## src/include/usb_ctrl_defs.svh

```systemverilog
`ifndef USB_CTRL_DEFS_SVH
`define USB_CTRL_DEFS_SVH
// register byte offsets
`define UEV_ERR_FLAGS_OFS 8'h00
`define UEV_ERR_EN_OFS    8'h04
`define UEV_PWM_CTRL_OFS  8'h08
`define UEV_EP_BASE_OFS   8'h40
// error flag and enable bit positions
`define UEV_STUFF_BIT     7
`define UEV_OVERRUN_BIT   5
`define UEV_TURN_BIT      4
`define UEV_PARTIAL_BIT   3
`define UEV_DCRC_BIT      2
`define UEV_TOKFRM_BIT    1
`define UEV_PID_BIT       0
`define UEV_ERR_MASK      8'hBF
// endpoint control bit positions
`define UEV_EP_LS_BIT     7
`define UEV_EP_RETRY_BIT  6
`define UEV_EP_SETUP_BIT  4
`define UEV_EP_RX_BIT     3
`define UEV_EP_TX_BIT     2
`define UEV_EP_STALL_BIT  1
`define UEV_EP_HSHK_BIT   0
`define UEV_EP_MASK       8'h1F
`define UEV_EP0_HOST_MASK 8'hDF
// vbus generator control bit positions
`define UEV_PWM_EN_BIT    15
`define UEV_PWM_POL_BIT   9
`define UEV_PWM_CNT_BIT   8
// reset values
`define UEV_ERR_RST       8'h00
`define UEV_EN_RST        8'h00
`define UEV_EP_RST        8'h00
`define UEV_PWM_RST       3'h0
`endif

```

## src/include/usb_ctrl_pkg.sv

```systemverilog
package usb_ctrl_pkg;
    typedef logic [7:0]  flag8_type;
    typedef logic [31:0] word_type;
endpackage

```

## src/hdl/usb_error_endpoint_vbus_ctrl.sv

```systemverilog
`timescale 1ns/1ps
`include "usb_ctrl_defs.svh"
// What this block does
// RULE_01: error flags set by hardware, cleared by writing one; bits 15-8, 6 zero
// RULE_02: software clears flags with a whole word holding ones where needed
// RULE_03: bit stuffing violation sets error flag bit 7
// RULE_04: bytes beyond descriptor count set bit 5 and are not stored
// RULE_05: turnaround time-out sets error flag bit 4
// RULE_06: data field with partial byte sets error flag bit 3
// RULE_07: failed data CRC16 check sets error flag bit 2
// RULE_08: in device mode, token CRC5 failure sets error flag bit 1
// RULE_09: in host mode, end-of-frame error sets error flag bit 1
// RULE_10: failed packet identifier check sets error flag bit 0
// RULE_11: enable register mirrors flag positions, read/write, resets to zero
// RULE_12: summary error flag follows only enabled error flags, read-only
// RULE_13: sixteen endpoint registers; bits 15-8 and bit 5 read zero
// RULE_14: low-speed and retry-disable bits exist only in endpoint zero, host mode
// RULE_15: endpoint zero bit 7 enables direct low-speed connection
// RULE_16: retry-disable clear means hardware retries NAKed transactions
// RULE_17: with receive and transmit enabled, bit 4 forbids SETUP transfers
// RULE_18: bit 3 enables receive, bit 2 enables transmit, both reset off
// RULE_19: bit 1 reports endpoint stalled
// RULE_20: bit 0 enables handshakes; cleared means none are sent
// RULE_21: vbus generator runs only with bit 15 set, else idles at reset level
// RULE_22: polarity bit 9 one gives active-low, idle high; zero the reverse
// RULE_23: bit 8 runs the counter; bits 14-10 and 7-0 read zero
// RULE_24: flags latch regardless of enables; enables gate only the summary
module usb_error_endpoint_vbus_ctrl
    import usb_ctrl_pkg::*;
#(
    parameter int NUM_EP = 16,      // endpoint registers
    parameter int BC_W   = 10       // descriptor byte count width
) (
    input  wire logic              mclk,           // 200 MHz clock
    input  wire logic              srst,           // sync reset, high
    input  wire logic              hsel,           // slave select
    input  wire logic [31:0]       haddr,          // byte address
    input  wire logic [1:0]        htrans,         // transfer type
    input  wire logic              hwrite,         // write when high
    input  wire logic [2:0]        hsize,          // transfer size
    input  wire logic              hready,         // bus ready
    input  wire logic [31:0]       hwdata,         // write data
    output logic      [31:0]       hrdata,         // read data
    output logic                   hreadyout,      // always ready
    output logic                   hresp,          // always okay
    input  wire logic              host_mode,      // 1 host, 0 device
    input  wire logic              stuff_err_evt,  // stuffing violation
    input  wire logic              turnaround_evt, // turnaround expired
    input  wire logic              data_crc_evt,   // crc16 failed
    input  wire logic              token_crc_evt,  // crc5 failed
    input  wire logic              frame_end_evt,  // end-of-frame error
    input  wire logic              pid_err_evt,    // pid check failed
    input  wire logic              rx_pkt_start,   // new data packet
    input  wire logic              rx_byte_valid,  // received byte
    input  wire logic [BC_W-1:0]   bd_byte_count,  // descriptor limit
    output logic                   rx_byte_store,  // byte may be stored
    input  wire logic              rx_eop,         // end of data field
    input  wire logic [2:0]        rx_bit_residue, // leftover bits
    input  wire logic [NUM_EP-1:0] ep_stall_evt,   // endpoint stalled
    output logic      [NUM_EP-1:0] ep_rx_enable,   // receive allowed
    output logic      [NUM_EP-1:0] ep_tx_enable,   // transmit allowed
    output logic      [NUM_EP-1:0] ep_setup_allow, // SETUP allowed
    output logic      [NUM_EP-1:0] ep_handshake_en, // send handshakes
    output logic      [NUM_EP-1:0] ep_stalled,     // stall status
    output logic                   low_speed_direct, // ep0 low speed
    output logic                   nak_retry_en,   // hw NAK retry on
    input  wire logic              pwm_raw,        // raw active level
    output logic                   vbus_pwm_out,   // vbus drive pin
    output logic                   vbus_counter_run, // counter runs
    output logic                   summary_error_irq_flag // enabled error
);

    initial begin
        if (NUM_EP < 1 || NUM_EP > 16 || BC_W < 1 || BC_W > 16) begin
            $error("unsupported parameter values");
        end
    end

    // endpoint register hit for a given byte offset
    // upper offsets must not alias back onto endpoint zero
    function automatic logic ep_hit(input logic [7:0] a);
        ep_hit = (a[7:6] == 2'h1) && (a[1:0] == 2'h0)
              && ({4'h0, a[5:2]} < 8'(NUM_EP));
    endfunction

    logic [7:0]        addr_q;
    logic              wr_q;
    logic              rd_q;
    flag8_type         flags_q;
    flag8_type         en_q;
    flag8_type         ep_q [NUM_EP];
    logic [2:0]        pwm_q;
    logic [BC_W:0]     cnt_q;
    logic [BC_W:0]     cnt_base;
    flag8_type         err_set;
    logic              word_wr;
    logic              overrun;
    logic              partial;
    flag8_type         ep0_mask;

    // address phase capture; only whole-word writes are acted on
    always_ff @(posedge mclk) begin
        if (srst) begin
            addr_q <= 8'h00;
            wr_q   <= 1'b0;
            rd_q   <= 1'b0;
        end else if (hready) begin
            addr_q <= haddr[7:0];
            wr_q   <= hsel && htrans[1] && hwrite && (hsize == 3'h2);
            rd_q   <= hsel && htrans[1] && !hwrite;
        end
    end

    assign hreadyout = 1'b1;
    assign hresp     = 1'b0;
    assign word_wr   = wr_q && hready;

    // descriptor byte limit; start of packet restarts the count
    assign cnt_base      = rx_pkt_start ? '0 : cnt_q;
    assign rx_byte_store = rx_byte_valid
                        && (cnt_base < {1'b0, bd_byte_count}); // RULE_04
    assign overrun       = rx_byte_valid && !rx_byte_store;    // RULE_04
    assign partial       = rx_eop && (rx_bit_residue != 3'h0); // RULE_06

    always_ff @(posedge mclk) begin
        if (srst) begin
            cnt_q <= '0;
        end else if (rx_pkt_start || rx_byte_store) begin
            cnt_q <= cnt_base + (BC_W+1)'(rx_byte_store);
        end
    end

    // hardware set vector; bit 1 meaning depends on role
    always_comb begin
        err_set = 8'h00;
        err_set[`UEV_STUFF_BIT]   = stuff_err_evt;                // RULE_03
        err_set[`UEV_OVERRUN_BIT] = overrun;                      // RULE_04
        err_set[`UEV_TURN_BIT]    = turnaround_evt;               // RULE_05
        err_set[`UEV_PARTIAL_BIT] = partial;                      // RULE_06
        err_set[`UEV_DCRC_BIT]    = data_crc_evt;                 // RULE_07
        err_set[`UEV_TOKFRM_BIT]  = host_mode ? frame_end_evt     // RULE_09
                                              : token_crc_evt;    // RULE_08
        err_set[`UEV_PID_BIT]     = pid_err_evt;                  // RULE_10
    end

    // sticky flags: set beats a same-cycle clear, enables play no part
    always_ff @(posedge mclk) begin
        if (srst) begin
            flags_q <= `UEV_ERR_RST;
        end else begin
            flags_q <= (err_set | (flags_q & ~((word_wr
                && addr_q == `UEV_ERR_FLAGS_OFS) ? hwdata[7:0] : 8'h00)))
                & `UEV_ERR_MASK; // RULE_01 RULE_24
        end
    end

    // error enables
    always_ff @(posedge mclk) begin
        if (srst) begin
            en_q <= `UEV_EN_RST;
        end else if (word_wr && addr_q == `UEV_ERR_EN_OFS) begin
            en_q <= hwdata[7:0] & `UEV_ERR_MASK; // RULE_11
        end
    end

    assign summary_error_irq_flag = |(flags_q & en_q); // RULE_12

    // low-speed and retry bits are stored but only seen in host mode
    assign ep0_mask = host_mode ? `UEV_EP0_HOST_MASK : `UEV_EP_MASK; // RULE_14

    // endpoint control registers, stall status set by hardware wins
    genvar g;
    generate
        for (g = 0; g < NUM_EP; g++) begin : g_ep
            localparam logic [7:0] OFS = `UEV_EP_BASE_OFS + 8'(4 * g);
            localparam flag8_type  MSK = (g == 0) ? `UEV_EP0_HOST_MASK
                                                  : `UEV_EP_MASK;
            logic sel;
            flag8_type vis;
            assign sel = word_wr && ep_hit(addr_q) && (addr_q == OFS);
            always_ff @(posedge mclk) begin
                if (srst) begin
                    ep_q[g] <= `UEV_EP_RST; // RULE_18
                end else begin
                    ep_q[g] <= (sel ? (hwdata[7:0] & MSK) : ep_q[g])
                             | {6'h00, ep_stall_evt[g], 1'b0}; // RULE_19
                end
            end
            assign vis = (g == 0) ? (ep_q[g] & ep0_mask) : ep_q[g];
            assign ep_rx_enable[g]    = vis[`UEV_EP_RX_BIT];   // RULE_18
            assign ep_tx_enable[g]    = vis[`UEV_EP_TX_BIT];   // RULE_18
            assign ep_setup_allow[g]  = vis[`UEV_EP_RX_BIT]
                                     && vis[`UEV_EP_TX_BIT]
                                     && !vis[`UEV_EP_SETUP_BIT]; // RULE_17
            assign ep_stalled[g]      = vis[`UEV_EP_STALL_BIT]; // RULE_19
            assign ep_handshake_en[g] = vis[`UEV_EP_HSHK_BIT];  // RULE_20
        end
    endgenerate

    assign low_speed_direct = host_mode && ep_q[0][`UEV_EP_LS_BIT]; // RULE_15
    assign nak_retry_en     = host_mode && !ep_q[0][`UEV_EP_RETRY_BIT]; // RULE_16

    // vbus generator control: {enable, polarity, counter}
    always_ff @(posedge mclk) begin
        if (srst) begin
            pwm_q <= `UEV_PWM_RST;
        end else if (word_wr && addr_q == `UEV_PWM_CTRL_OFS) begin
            pwm_q <= {hwdata[`UEV_PWM_EN_BIT], hwdata[`UEV_PWM_POL_BIT],
                      hwdata[`UEV_PWM_CNT_BIT]};
        end
    end

    assign vbus_counter_run = pwm_q[0]; // RULE_23

    // registered pin; polarity inverts the raw level, idle at reset level
    always_ff @(posedge mclk) begin
        if (srst) begin
            vbus_pwm_out <= 1'b0;
        end else begin
            vbus_pwm_out <= pwm_q[2] ? (pwm_raw ^ pwm_q[1]) // RULE_21 RULE_22
                                     : pwm_q[1];
        end
    end

    // read mux over flops; unmapped offsets read zero
    always_comb begin
        hrdata = 32'h0000_0000;
        if (rd_q) begin
            if (addr_q == `UEV_ERR_FLAGS_OFS) begin
                hrdata[7:0] = flags_q; // RULE_01
            end else if (addr_q == `UEV_ERR_EN_OFS) begin
                hrdata[7:0] = en_q;
            end else if (addr_q == `UEV_PWM_CTRL_OFS) begin
                hrdata[`UEV_PWM_EN_BIT]  = pwm_q[2];
                hrdata[`UEV_PWM_POL_BIT] = pwm_q[1];
                hrdata[`UEV_PWM_CNT_BIT] = pwm_q[0]; // RULE_23
            end else if (ep_hit(addr_q)) begin
                hrdata[7:0] = (addr_q[5:2] == 4'h0) ? (ep_q[0] & ep0_mask)
                            : ep_q[addr_q[5:2]]; // RULE_13 RULE_14
            end
        end
    end
endmodule

```

## config.mk

```make
export PLATFORM = sky130hd
export DESIGN_NAME = usb_error_endpoint_vbus_ctrl
export DESIGN_NICKNAME = d
export VERILOG_FILES = /design/src/include/usb_ctrl_pkg.sv /design/src/hdl/usb_error_endpoint_vbus_ctrl.sv
export VERILOG_INCLUDE_DIRS = /design/src /design/src/include
export SDC_FILE = /design/constraint.sdc
export NUM_CORES = 1
export LEC_CHECK = 0
export ABC_AREA = 0
export BUFFER_PORTS_ARGS = -buffer_cell sky130_fd_sc_hd__buf_2
export CORE_ASPECT_RATIO = 0.6
export CORE_MARGIN = 3
export CORE_UTILIZATION = 35
export CTS_BUF_LIST = sky130_fd_sc_hd__clkbuf_4
export DETAILED_ROUTE_END_ITERATION = 10
export HOLD_SLACK_MARGIN = 0.08
export PLACE_DENSITY = 0.71
export SKIP_LAST_GASP = 1
export SYNTH_ARGS = -nofsm -noshare
export SYNTH_HDL_FRONTEND = slang
export SYNTH_SLANG_ARGS = --single-unit
```

## constraint.sdc

```tcl
create_clock -name mclk -period 3.65 [get_ports mclk]
set_input_delay 0.5475 -clock mclk [delete_from_list [all_inputs] [get_ports mclk]]
set_output_delay 0.5475 -clock mclk [all_outputs]
set_load 0.01 [all_outputs]
```

==> out/qor.yml, run 1 <==
drtIter0Drc: 493
drc: 0
rows: 39
syn_inst: 800
slowest_stage: "or4_1"
status: "completed"
vias_per_cell: 5.010
synthArstFlopShare: 0
ys_ff_latch: 125
port_buffers: 164
die_area_um2: 21610
gp_congestion: 0.8478
finalClockSkew_ps: 17.79
cp-start-kind: "register"
grt_max_degree: 75
critPathMaxFanout: 11
ioPinCount: 234
grt_antenna_before_repair: 0
layoutNonFillerInstCount: 1165
clk_latency_ps: 540
cts_tree: "built"
maxCapViolCount: 0
numCtsBuffers: 17
synthToLayoutAreaGrowth_pct: 12.53
die_width_um: 187.8
wl_per_cell_um: 17.77
hold_violations: 0
slew_violations: 0
worst-path-buf-inv: 2
final_cell_mix: "163 x buf_2, 125 x dfxtp_1, 99 x nor2_1, 81 x nand2_1, 75 x a21oi_1"
hold_buffers: 0
dp_cells: 1133
critPathArrivalTime_ps: 2900
worst_slew_pin_slew_ps: 853.4
yosys_warnings: 0
dp_slack_ps: 186.7
cp_common_cell: "nand2_1"
syn_avg_cell_area_um2: 8.676
rsz0062_at_grt: "no"
nNetsFinal: 1009
critPathKind: "register to output pin"
worstPathRequired_ps: 3100
synth_edf_count: 0
antennaDiodeCount: 0
period_share: 0.9444
dp_hpwl_mm: 15.51
setup_slack_ps: 203.0
final_common_cell: "buf_2"
grt_pass1_wl_mm: 31.33
grt_usage: 0.1889
drive_gt1_frac: 0.2870
slew-limit-headroom: 0.4311
htreeDepth: 4
core_um2: 19230
synth_ff_type: "dfxtp_1"
grt-ovfl-total: 0
clk_pin_slew_worst_paths_ps: 120
fin_crit_ps: 3447
utilization: 0.4062
initial_core_util: 0.3610
power_leakage_uw: 0.003572
post_cts.repair.setup_buffers: 0
firstDrtPassIters: 5
detail-route-antenna-nets: 0
cpPeakStageDelay_ps: 620
whs_ps: 206.6
hold_path_class: "primary input to register"
synthesis.area_um2: 6940
ys_seq_area_frac: 0.3606
cts_resized: 0
nFillCells: 1987
grt_pass1_vias: 5288
peakVddDrop_uv: 207.1
power.density_nw_per_um2: 370.8
synth.distinct_cells: 56
root_buffer: "clkbuf_4"
clock-sinks: 125
cp_cell_sequence: "or4_1 -> nor3_2 -> buf_4 -> nand2_1 -> nand2_1 -> o21ai_0 -> a21oi_1 -> buf_2"
die_h_um: 115.1
vias: 5837
cts_buffer_depth: 2
fmax_mhz: 290.1
path_delay_family: "simple AND/OR/NAND/NOR gates"
wl_mm: 20.70
tns_ps: 0
finalSetupViolations: 0
critical_path.endpoint_type: "output pin"
worst reg2reg max path, delay by kind of cell (launching register included):
| family | cells | cell delay (ps) |
|---|---|---|
| buffers and inverters | 1 | 120 |
| and+or+nand+nor | 4 | 770 |
| DFF | 1 | 390 |
| AOI/OAI and AO/OA | 4 | 980 |
| adders and majority gates | 3 | 740 |
worst paths after layout:
check / startpoint / to / slack [ps] / cells past startpoint
worst max-delay path: addr_q[4]$_SDFFE_PP0P_ / hrdata[1] / 200 / 8
worst min register to register: ep_q[0][7]$_SDFFE_PP0P_ / ep_q[0][7]$_SDFFE_PP0P_ / 480 / 2
worst min-delay path: stuff_err_evt / flags_q[7]$_SDFF_PP0_ / 210 / 3
worst max register to register: cnt_q[6]$_SDFFE_PP0P_ / cnt_q[10]$_SDFFE_PP0P_ / 600 / 12
sequential cells by signal, indices dropped and copies added, names as in the netlist, named ones only:
name          count
en_q              7
wr_q              1
addr_q            8
vbus_pwm_out      1
rd_q              1
ep_q             82
pwm_q             3
cnt_q            11
flags_q           7
cell type report:
| cell class | count | area, um^2 | share of cell area |
|---|---|---|---|
| multi-input combinational | 531 | 3545 | 0.4539 |
| sequential | 125 | 2502 | 0.3204 |
| timing repair buffer | 181 | 963.4 | 0.1234 |
| tap | 266 | 332.8 | 0.04261 |
| clock inverter | 15 | 221.5 | 0.02836 |
| clock buffer | 17 | 127.6 | 0.01634 |
| inverter | 30 | 117.6 | 0.01506 |
kinds of logic after synthesis:
| family | after synthesis | synth area share |
|---|---|---|
| buffers and inverters | 165 | 0.1401 |
| other | 2 | 0.001082 |
| xor gates and xnor gates | 3 | 0.003787 |
| DFF | 125 | 0.3606 |
| and+or+nand+nor | 285 | 0.1976 |
| AOI/OAI and AO/OA | 111 | 0.09122 |
| muxes | 100 | 0.1895 |
| adders and majority gates | 9 | 0.01623 |
power breakdown:
group	switching [uW]	internal (uW)
Clock	581	610
Sequential	31.2	1390
Combinational	173	109
routing by layer:
metal	wire length, um	up-vias	track usage
met1	10220	2727	0.2900
li1	-	2805	-
met5	0	-	0
met3	2081	17	0.05241
met4	172	0	0.04296
met2	8229	288	0.2590
per-stage QoR:
stage | instance area [um^2] | total power, uW
2_1_floorplan | 7019 | 1654
3_3_place_gp | 7461 | 1729
3_5_place_dp | 7461 | 1733
4_1_cts | 7810 | 2921
5_1_grt | 7810 | 3007
6_report | 7810 | 2896
cell usage after synthesis (2+ instances only):
library cell,n,area share
nand2_1,81,0.044
a31oi_1,2,0.0018
nand4_1,6,0.0054
nand3b_1,4,0.0043
o21ai_0,19,0.014
mux4_2,24,0.078
inv_1,29,0.016
buf_1,3,0.0016
mux2_4,2,0.0043
nor2_2,3,0.0027
ha_1,9,0.016
a21oi_1,75,0.054
xor2_1,2,0.0025
buf_2,11,0.0079
or3_1,4,0.0036
and3_1,4,0.0036
nand3_2,2,0.0029
conb_1,2,0.0011
a211oi_1,2,0.0022
nor2b_1,16,0.014
nor2_1,99,0.054
a22oi_1,2,0.0022
nor3_1,2,0.0014
clkbuf_1,32,0.017
buf_4,89,0.096
nand3_1,39,0.028
nand4_2,3,0.0054
dfxtp_1,125,0.36
mux2i_1,73,0.11
nor3_2,4,0.0058
and2_1,3,0.0027
nand2b_1,5,0.0045
(Power assumes the default switching activity.)
==> run 2: changes to the inputs <==
==> constraint.sdc (replaced) <==
create_clock -name mclk -period 4.1 [get_ports mclk]
set_input_delay 0.615 -clock mclk [delete_from_list [all_inputs] [get_ports mclk]]
set_output_delay 0.615 -clock mclk [all_outputs]
set_load 0.01 [all_outputs]
==> run 2 against run 1 <==
Sequential power decreased by 11%. Non-clock buffer count is 5 lower. Combinational power is 12% lower. Clock-buffer cell count up 1. Die area unchanged. Routed wire length up 0.81%. Critical endpoint is now hrdata[3]. Largest power group unchanged. Highest routed layer unchanged.
==> out/qor.yml, run 2 (same netlist as run 1, synthesis figures left out) <==
status: "completed"
slew-limit-headroom: 0.3367
grt_usage: 0.1927
regMostFlops: "ep_q"
hold_violations: 0
hold_path_class: "primary input to register"
synthToLayoutAreaGrowth_pct: 11.16
finalSetupViolations: 0
maxCapViolCount: 0
core_um2: 19230
fin_crit_ps: 3685
drc: 0
cp_cell_sequence: "buf_4 -> mux4_2 -> mux4_2 -> nor2_1 -> a21oi_1 -> a21oi_1 -> nor2_1 -> buf_2"
cts_buffer_depth: 2
vias: 5884
critPathKind: "register to output pin"
vias_per_cell: 5.072
final_common_cell: "buf_2"
numCtsBuffers: 17
die_h_um: 115.1
wl_mm: 20.87
rows: 39
nNetsFinal: 1004
finalClockSkew_ps: 18.35
drtIter0Drc: 659
root_buffer: "clkbuf_4"
tns_ps: 0
clk_pin_slew_worst_paths_ps: 130
cts_tree: "built"
fmax_mhz: 271.4
period_share: 0.8988
detail-route-antenna-nets: 0
power_leakage_uw: 0.003523
largestRegisters: "ep_q (82), cnt_q (11), addr_q (8)"
firstDrtPassIters: 8
grt_max_degree: 93
slew_violations: 0
cts_resized: 0
initial_core_util: 0.3610
gp_congestion: 0.8433
worst_slew_pin_slew_ps: 994.9
clock-sinks: 125
worstPathRequired_ps: 3480
grt-ovfl-total: 0
layoutNonFillerInstCount: 1160
nFillCells: 2040
ioPinCount: 234
grt_pass1_vias: 5487
htreeDepth: 4
peakVddDrop_uv: 181.7
cp-start-kind: "register"
path_delay_family: "multiplexers"
port_buffers: 164
die_area_um2: 21610
setup_slack_ps: 414.8
rsz0062_at_grt: "no"
grt_antenna_before_repair: 0
cpPeakStageDelay_ps: 640
wl_per_cell_um: 17.99
die_width_um: 187.8
drive_gt1_frac: 0.2819
grt_pass1_wl_mm: 32.15
hold_buffers: 0
clk_latency_ps: 550
slowest_stage: "mux4_2"
critical_path.endpoint_type: "output pin"
critPathMaxFanout: 21
power.density_nw_per_um2: 319.2
post_cts.repair.setup_buffers: 0
dp_cells: 1128
dp_hpwl_mm: 15.46
worst-path-buf-inv: 2
critPathArrivalTime_ps: 3070
antennaDiodeCount: 0
final_cell_mix: "163 x buf_2, 125 x dfxtp_1, 99 x nor2_1, 81 x nand2_1, 75 x a21oi_1"
largest_reg_flops: 82
dp_slack_ps: 458.5
run 2: final timing paths:
check | startpoint | endpoint | slack (ps) | depth (start not counted)
worst max-delay path | register | hrdata[3] | 410 | 8
worst min-delay path | stuff_err_evt | flags_q[7]$_SDFF_PP0_ | 260 | 3
worst max register to register | cnt_q[6]$_SDFFE_PP0P_ | cnt_q[10]$_SDFFE_PP0P_ | 960 | 12
worst min register to register | ep_q[4][0]$_SDFFE_PP0P_ | ep_q[4][0]$_SDFFE_PP0P_ | 480 | 2
run 2: power by group:
group / total, uW / leakage, uW / switching [uW] / internal [uW]
Clock: 949 / 0.000154 / 520 / 430
Combinational: 247 / 0.00235 / 154 / 92.6
Sequential: 1270 / 0.00102 / 28.0 / 1240
run 2: stage by stage:
| step | util | hold slack (ps) | total power (uW) | instance area (um^2) |
|---|---|---|---|---|
| global route | 0.4013 | 226.4 | 2565 | 7715 |
| finish | 0.4013 | 264.4 | 2463 | 7715 |
| detailed placement | 0.3855 | 460.1 | 1537 | 7411 |
| global placement | 0.3855 | 455.3 | 1533 | 7411 |
| floorplan | - | 442.0 | 1472 | 7019 |
| CTS | 0.4013 | 220.7 | 2486 | 7715 |
run 2: layer usage:
metal  wire length (um)  vias to the layer above  GRT usage  share of wire
li1                   -                     2797          -              -
met1              10480                     2812     0.2969           0.50
met2               8458                      258     0.2663           0.41
met3               1803                       17    0.05027          0.086
met4                128                        0    0.04196         0.0061
met5                  0                        -          0              0
run 2: worst register-to-register path: stages (launching register included):
cell and delay [ps]:
dfxtp_1 410, nor2b_1 160, ha_1 250, a31oi_1 210, o31ai_2 130, a2111oi_4 500, nand2_4 140, inv_6 120
ha_1 260, ha_1 320, nand4_1 170, or2_1 260, a21oi_1 140
run 2: layout make-up:
type / instances / area [um^2] / share of cell area
clock buffer: 18 / 135.1 / 0.01752
clock inverter: 14 / 168.9 / 0.02189
inverter: 30 / 117.6 / 0.01524
multi-input combinational: 531 / 3545 / 0.4595
sequential: 125 / 2502 / 0.3244
tap: 266 / 332.8 / 0.04314
timing repair buffer: 176 / 913.4 / 0.1184
==> run 3: changes to the inputs <==
--- a/config.mk
+++ b/config.mk
@@ -15,6 +15,7 @@
 export DETAILED_ROUTE_END_ITERATION = 10
 export HOLD_SLACK_MARGIN = 0.08
 export PLACE_DENSITY = 0.71
+export REMOVE_ABC_BUFFERS = 1
 export SKIP_LAST_GASP = 1
 export SYNTH_ARGS = -nofsm -noshare
 export SYNTH_HDL_FRONTEND = slang
==> constraint.sdc (replaced) <==
create_clock -name mclk -period 4.2 [get_ports mclk]
set_input_delay 0.63 -clock mclk [delete_from_list [all_inputs] [get_ports mclk]]
set_output_delay 0.63 -clock mclk [all_outputs]
set_load 0.01 [all_outputs]
==> run 3 against run 2 <==
Global-route usage decreased by 0.85 points. Sequential share of layout area increased by 0.079 points. Non-clock buffer count decreased by 1. Clock-buffer cell count decreased by 1. Via count increased by 0.34%. Total power decreased by 4.4%.
==> out/qor.yml, run 3 (same netlist as run 1, synthesis figures left out) <==
nNetsFinal: 1003
grt_pass1_wl_mm: 30.97
rsz0062_at_grt: "no"
cts_tree: "built"
drtIter0Drc: 593
initial_core_util: 0.3610
vias_per_cell: 5.094
path_delay_family: "multiplexers"
wl_per_cell_um: 17.57
largestRegisters: "ep_q (82), cnt_q (11), addr_q (8)"
hold_buffers: 0
core_um2: 19230
worstReg2RegStart: "cnt_q[6]$_SDFFE_PP0P_"
grt_pass1_vias: 5334
grt_usage: 0.1842
wl_mm: 20.37
fin_crit_ps: 3779
dp_hpwl_mm: 15.43
grt_max_degree: 53
peakVddDrop_uv: 150.3
rows: 39
slew_violations: 0
drc: 0
regMostFlops: "ep_q"
p_seq_frac: 0.526
whs_ps: 313.6
slowest_stage: "dfxtp_1"
fmax_mhz: 264.6
p_int_uw: 1662
worstPathRequired_ps: 3570
clock-sinks: 125
maxCapViolCount: 0
tns_ps: 0
cts_buffer_depth: 2
die_h_um: 115.1
grt-ovfl-total: 0
clk_latency_ps: 530
period_share: 0.8999
grt_antenna_before_repair: 1
switching_share: 0.2941
detail-route-antenna-nets: 0
synthToLayoutAreaGrowth_pct: 10.89
cts_resized: 0
final_common_cell: "buf_2"
critPathKind: "register to output pin"
die_width_um: 187.8
status: "completed"
numCtsBuffers: 17
finalInstanceArea_um2: 7696
slew-limit-headroom: 0.2383
post_cts.repair.setup_buffers: 0
finalClockSkew_ps: 20.43
dpl_cell_area_um2: 7403
power.density_nw_per_um2: 305.9
die_area_um2: 21610
drive_gt1_frac: 0.2822
root_buffer: "clkbuf_4"
vias: 5904
critPathArrivalTime_ps: 3150
nFillCells: 1986
finalSetupViolations: 0
min-delay-start: "ep_stall_evt[7]"
gp_congestion: 0.8275
critPathMaxFanout: 12
worst-path-buf-inv: 2
ioPinCount: 234
hold_violations: 0
switching_power_uw: 692.4
cp-start-kind: "register"
firstDrtPassIters: 5
power_leakage_uw: 0.003516
cpPeakStageDelay_ps: 800
worst_slew_pin_slew_ps: 1138
final_cell_mix: "163 x buf_2, 125 x dfxtp_1, 99 x nor2_1, 81 x nand2_1, 75 x a21oi_1"
antennaDiodeCount: 0
htreeDepth: 4
pwr-share-clk: 0.372
largest_reg_flops: 82
hold_path_class: "primary input to register"
utilization: 0.4003
port_buffers: 164
critical_path.endpoint_type: "output pin"
comb_power_share: 0.102
clk_pin_slew_worst_paths_ps: 130
cp_cell_sequence: "buf_4 -> mux4_2 -> mux4_2 -> nor2_1 -> a21oi_1 -> a21oi_1 -> nor2_1 -> buf_2"
-- run 3: worst register-to-register path, cell delays in order, from the launching register on --
cell	delay, ps
dfxtp_1	380
nor2b_1	150
ha_1	250
a31oi_1	210
o31ai_2	150
a2111oi_4	470
nand2_4	140
inv_6	120
ha_1	270
ha_1	300
and3_1	190
nand3_1	100
xor2_1	170
nor3_1	170
-- run 3: final timing paths --
| check | depth (start not counted) | to | slack, ps |
|---|---|---|---|
| setup reg to reg | 13 | cnt_q[4]$_SDFFE_PP0P_ | 1060 |
| hold / removal | 3 | ep_q[7][1]$_SDFF_PP0_ | 310 |
| hold reg to reg | 2 | ep_q[0][6]$_SDFFE_PP0P_ | 480 |
| setup / recovery | 8 | hrdata[4] | 420 |
-- run 3: area by class of cell --
cell class	instances	area, um^2	share of cell area
Clock inverter	15	165.2	0.02146
Tap cell	266	332.8	0.04324
Sequential cell	125	2502	0.3252
Timing Repair Buffer	175	905.9	0.1177
Clock buffer	17	127.6	0.01658
Inverter	30	117.6	0.01528
Multi-Input combinational cell	531	3545	0.4606
-- run 3: stage by stage --
step | worst slack (ps) | power, uW | instances
detailed placement | 546.9 | 1502 | 1127
finish | 420.6 | 2354 | 1159
global route | 284.3 | 2460 | 1159
global placement | 620.8 | 1498 | 1127
floorplan | 1208 | 1370 | 686
CTS | 430.7 | 2373 | 1159
-- run 3: per-layer routing --
metal | wire length, um | vias up | global-route usage | share of wire
li1 | - | 2788 | - | -
met1 | 10010 | 2819 | 0.2876 | 0.49
met2 | 8168 | 278 | 0.2493 | 0.40
met3 | 2058 | 17 | 0.05332 | 0.10
met4 | 112 | 2 | 0.03247 | 0.0055
met5 | 20 | - | 0 | 0.00098
-- run 3: power by group through the flow --
stage          Combinational, uW  Clock [uW]  Sequential [uW]
3_3_place_gp                 235           0             1260
6_report                     241         875             1240
4_1_cts                      238         896             1240
5_1_grt                      262         955             1240
3_5_place_dp                 238           0             1260
2_1_floorplan                104           0             1270
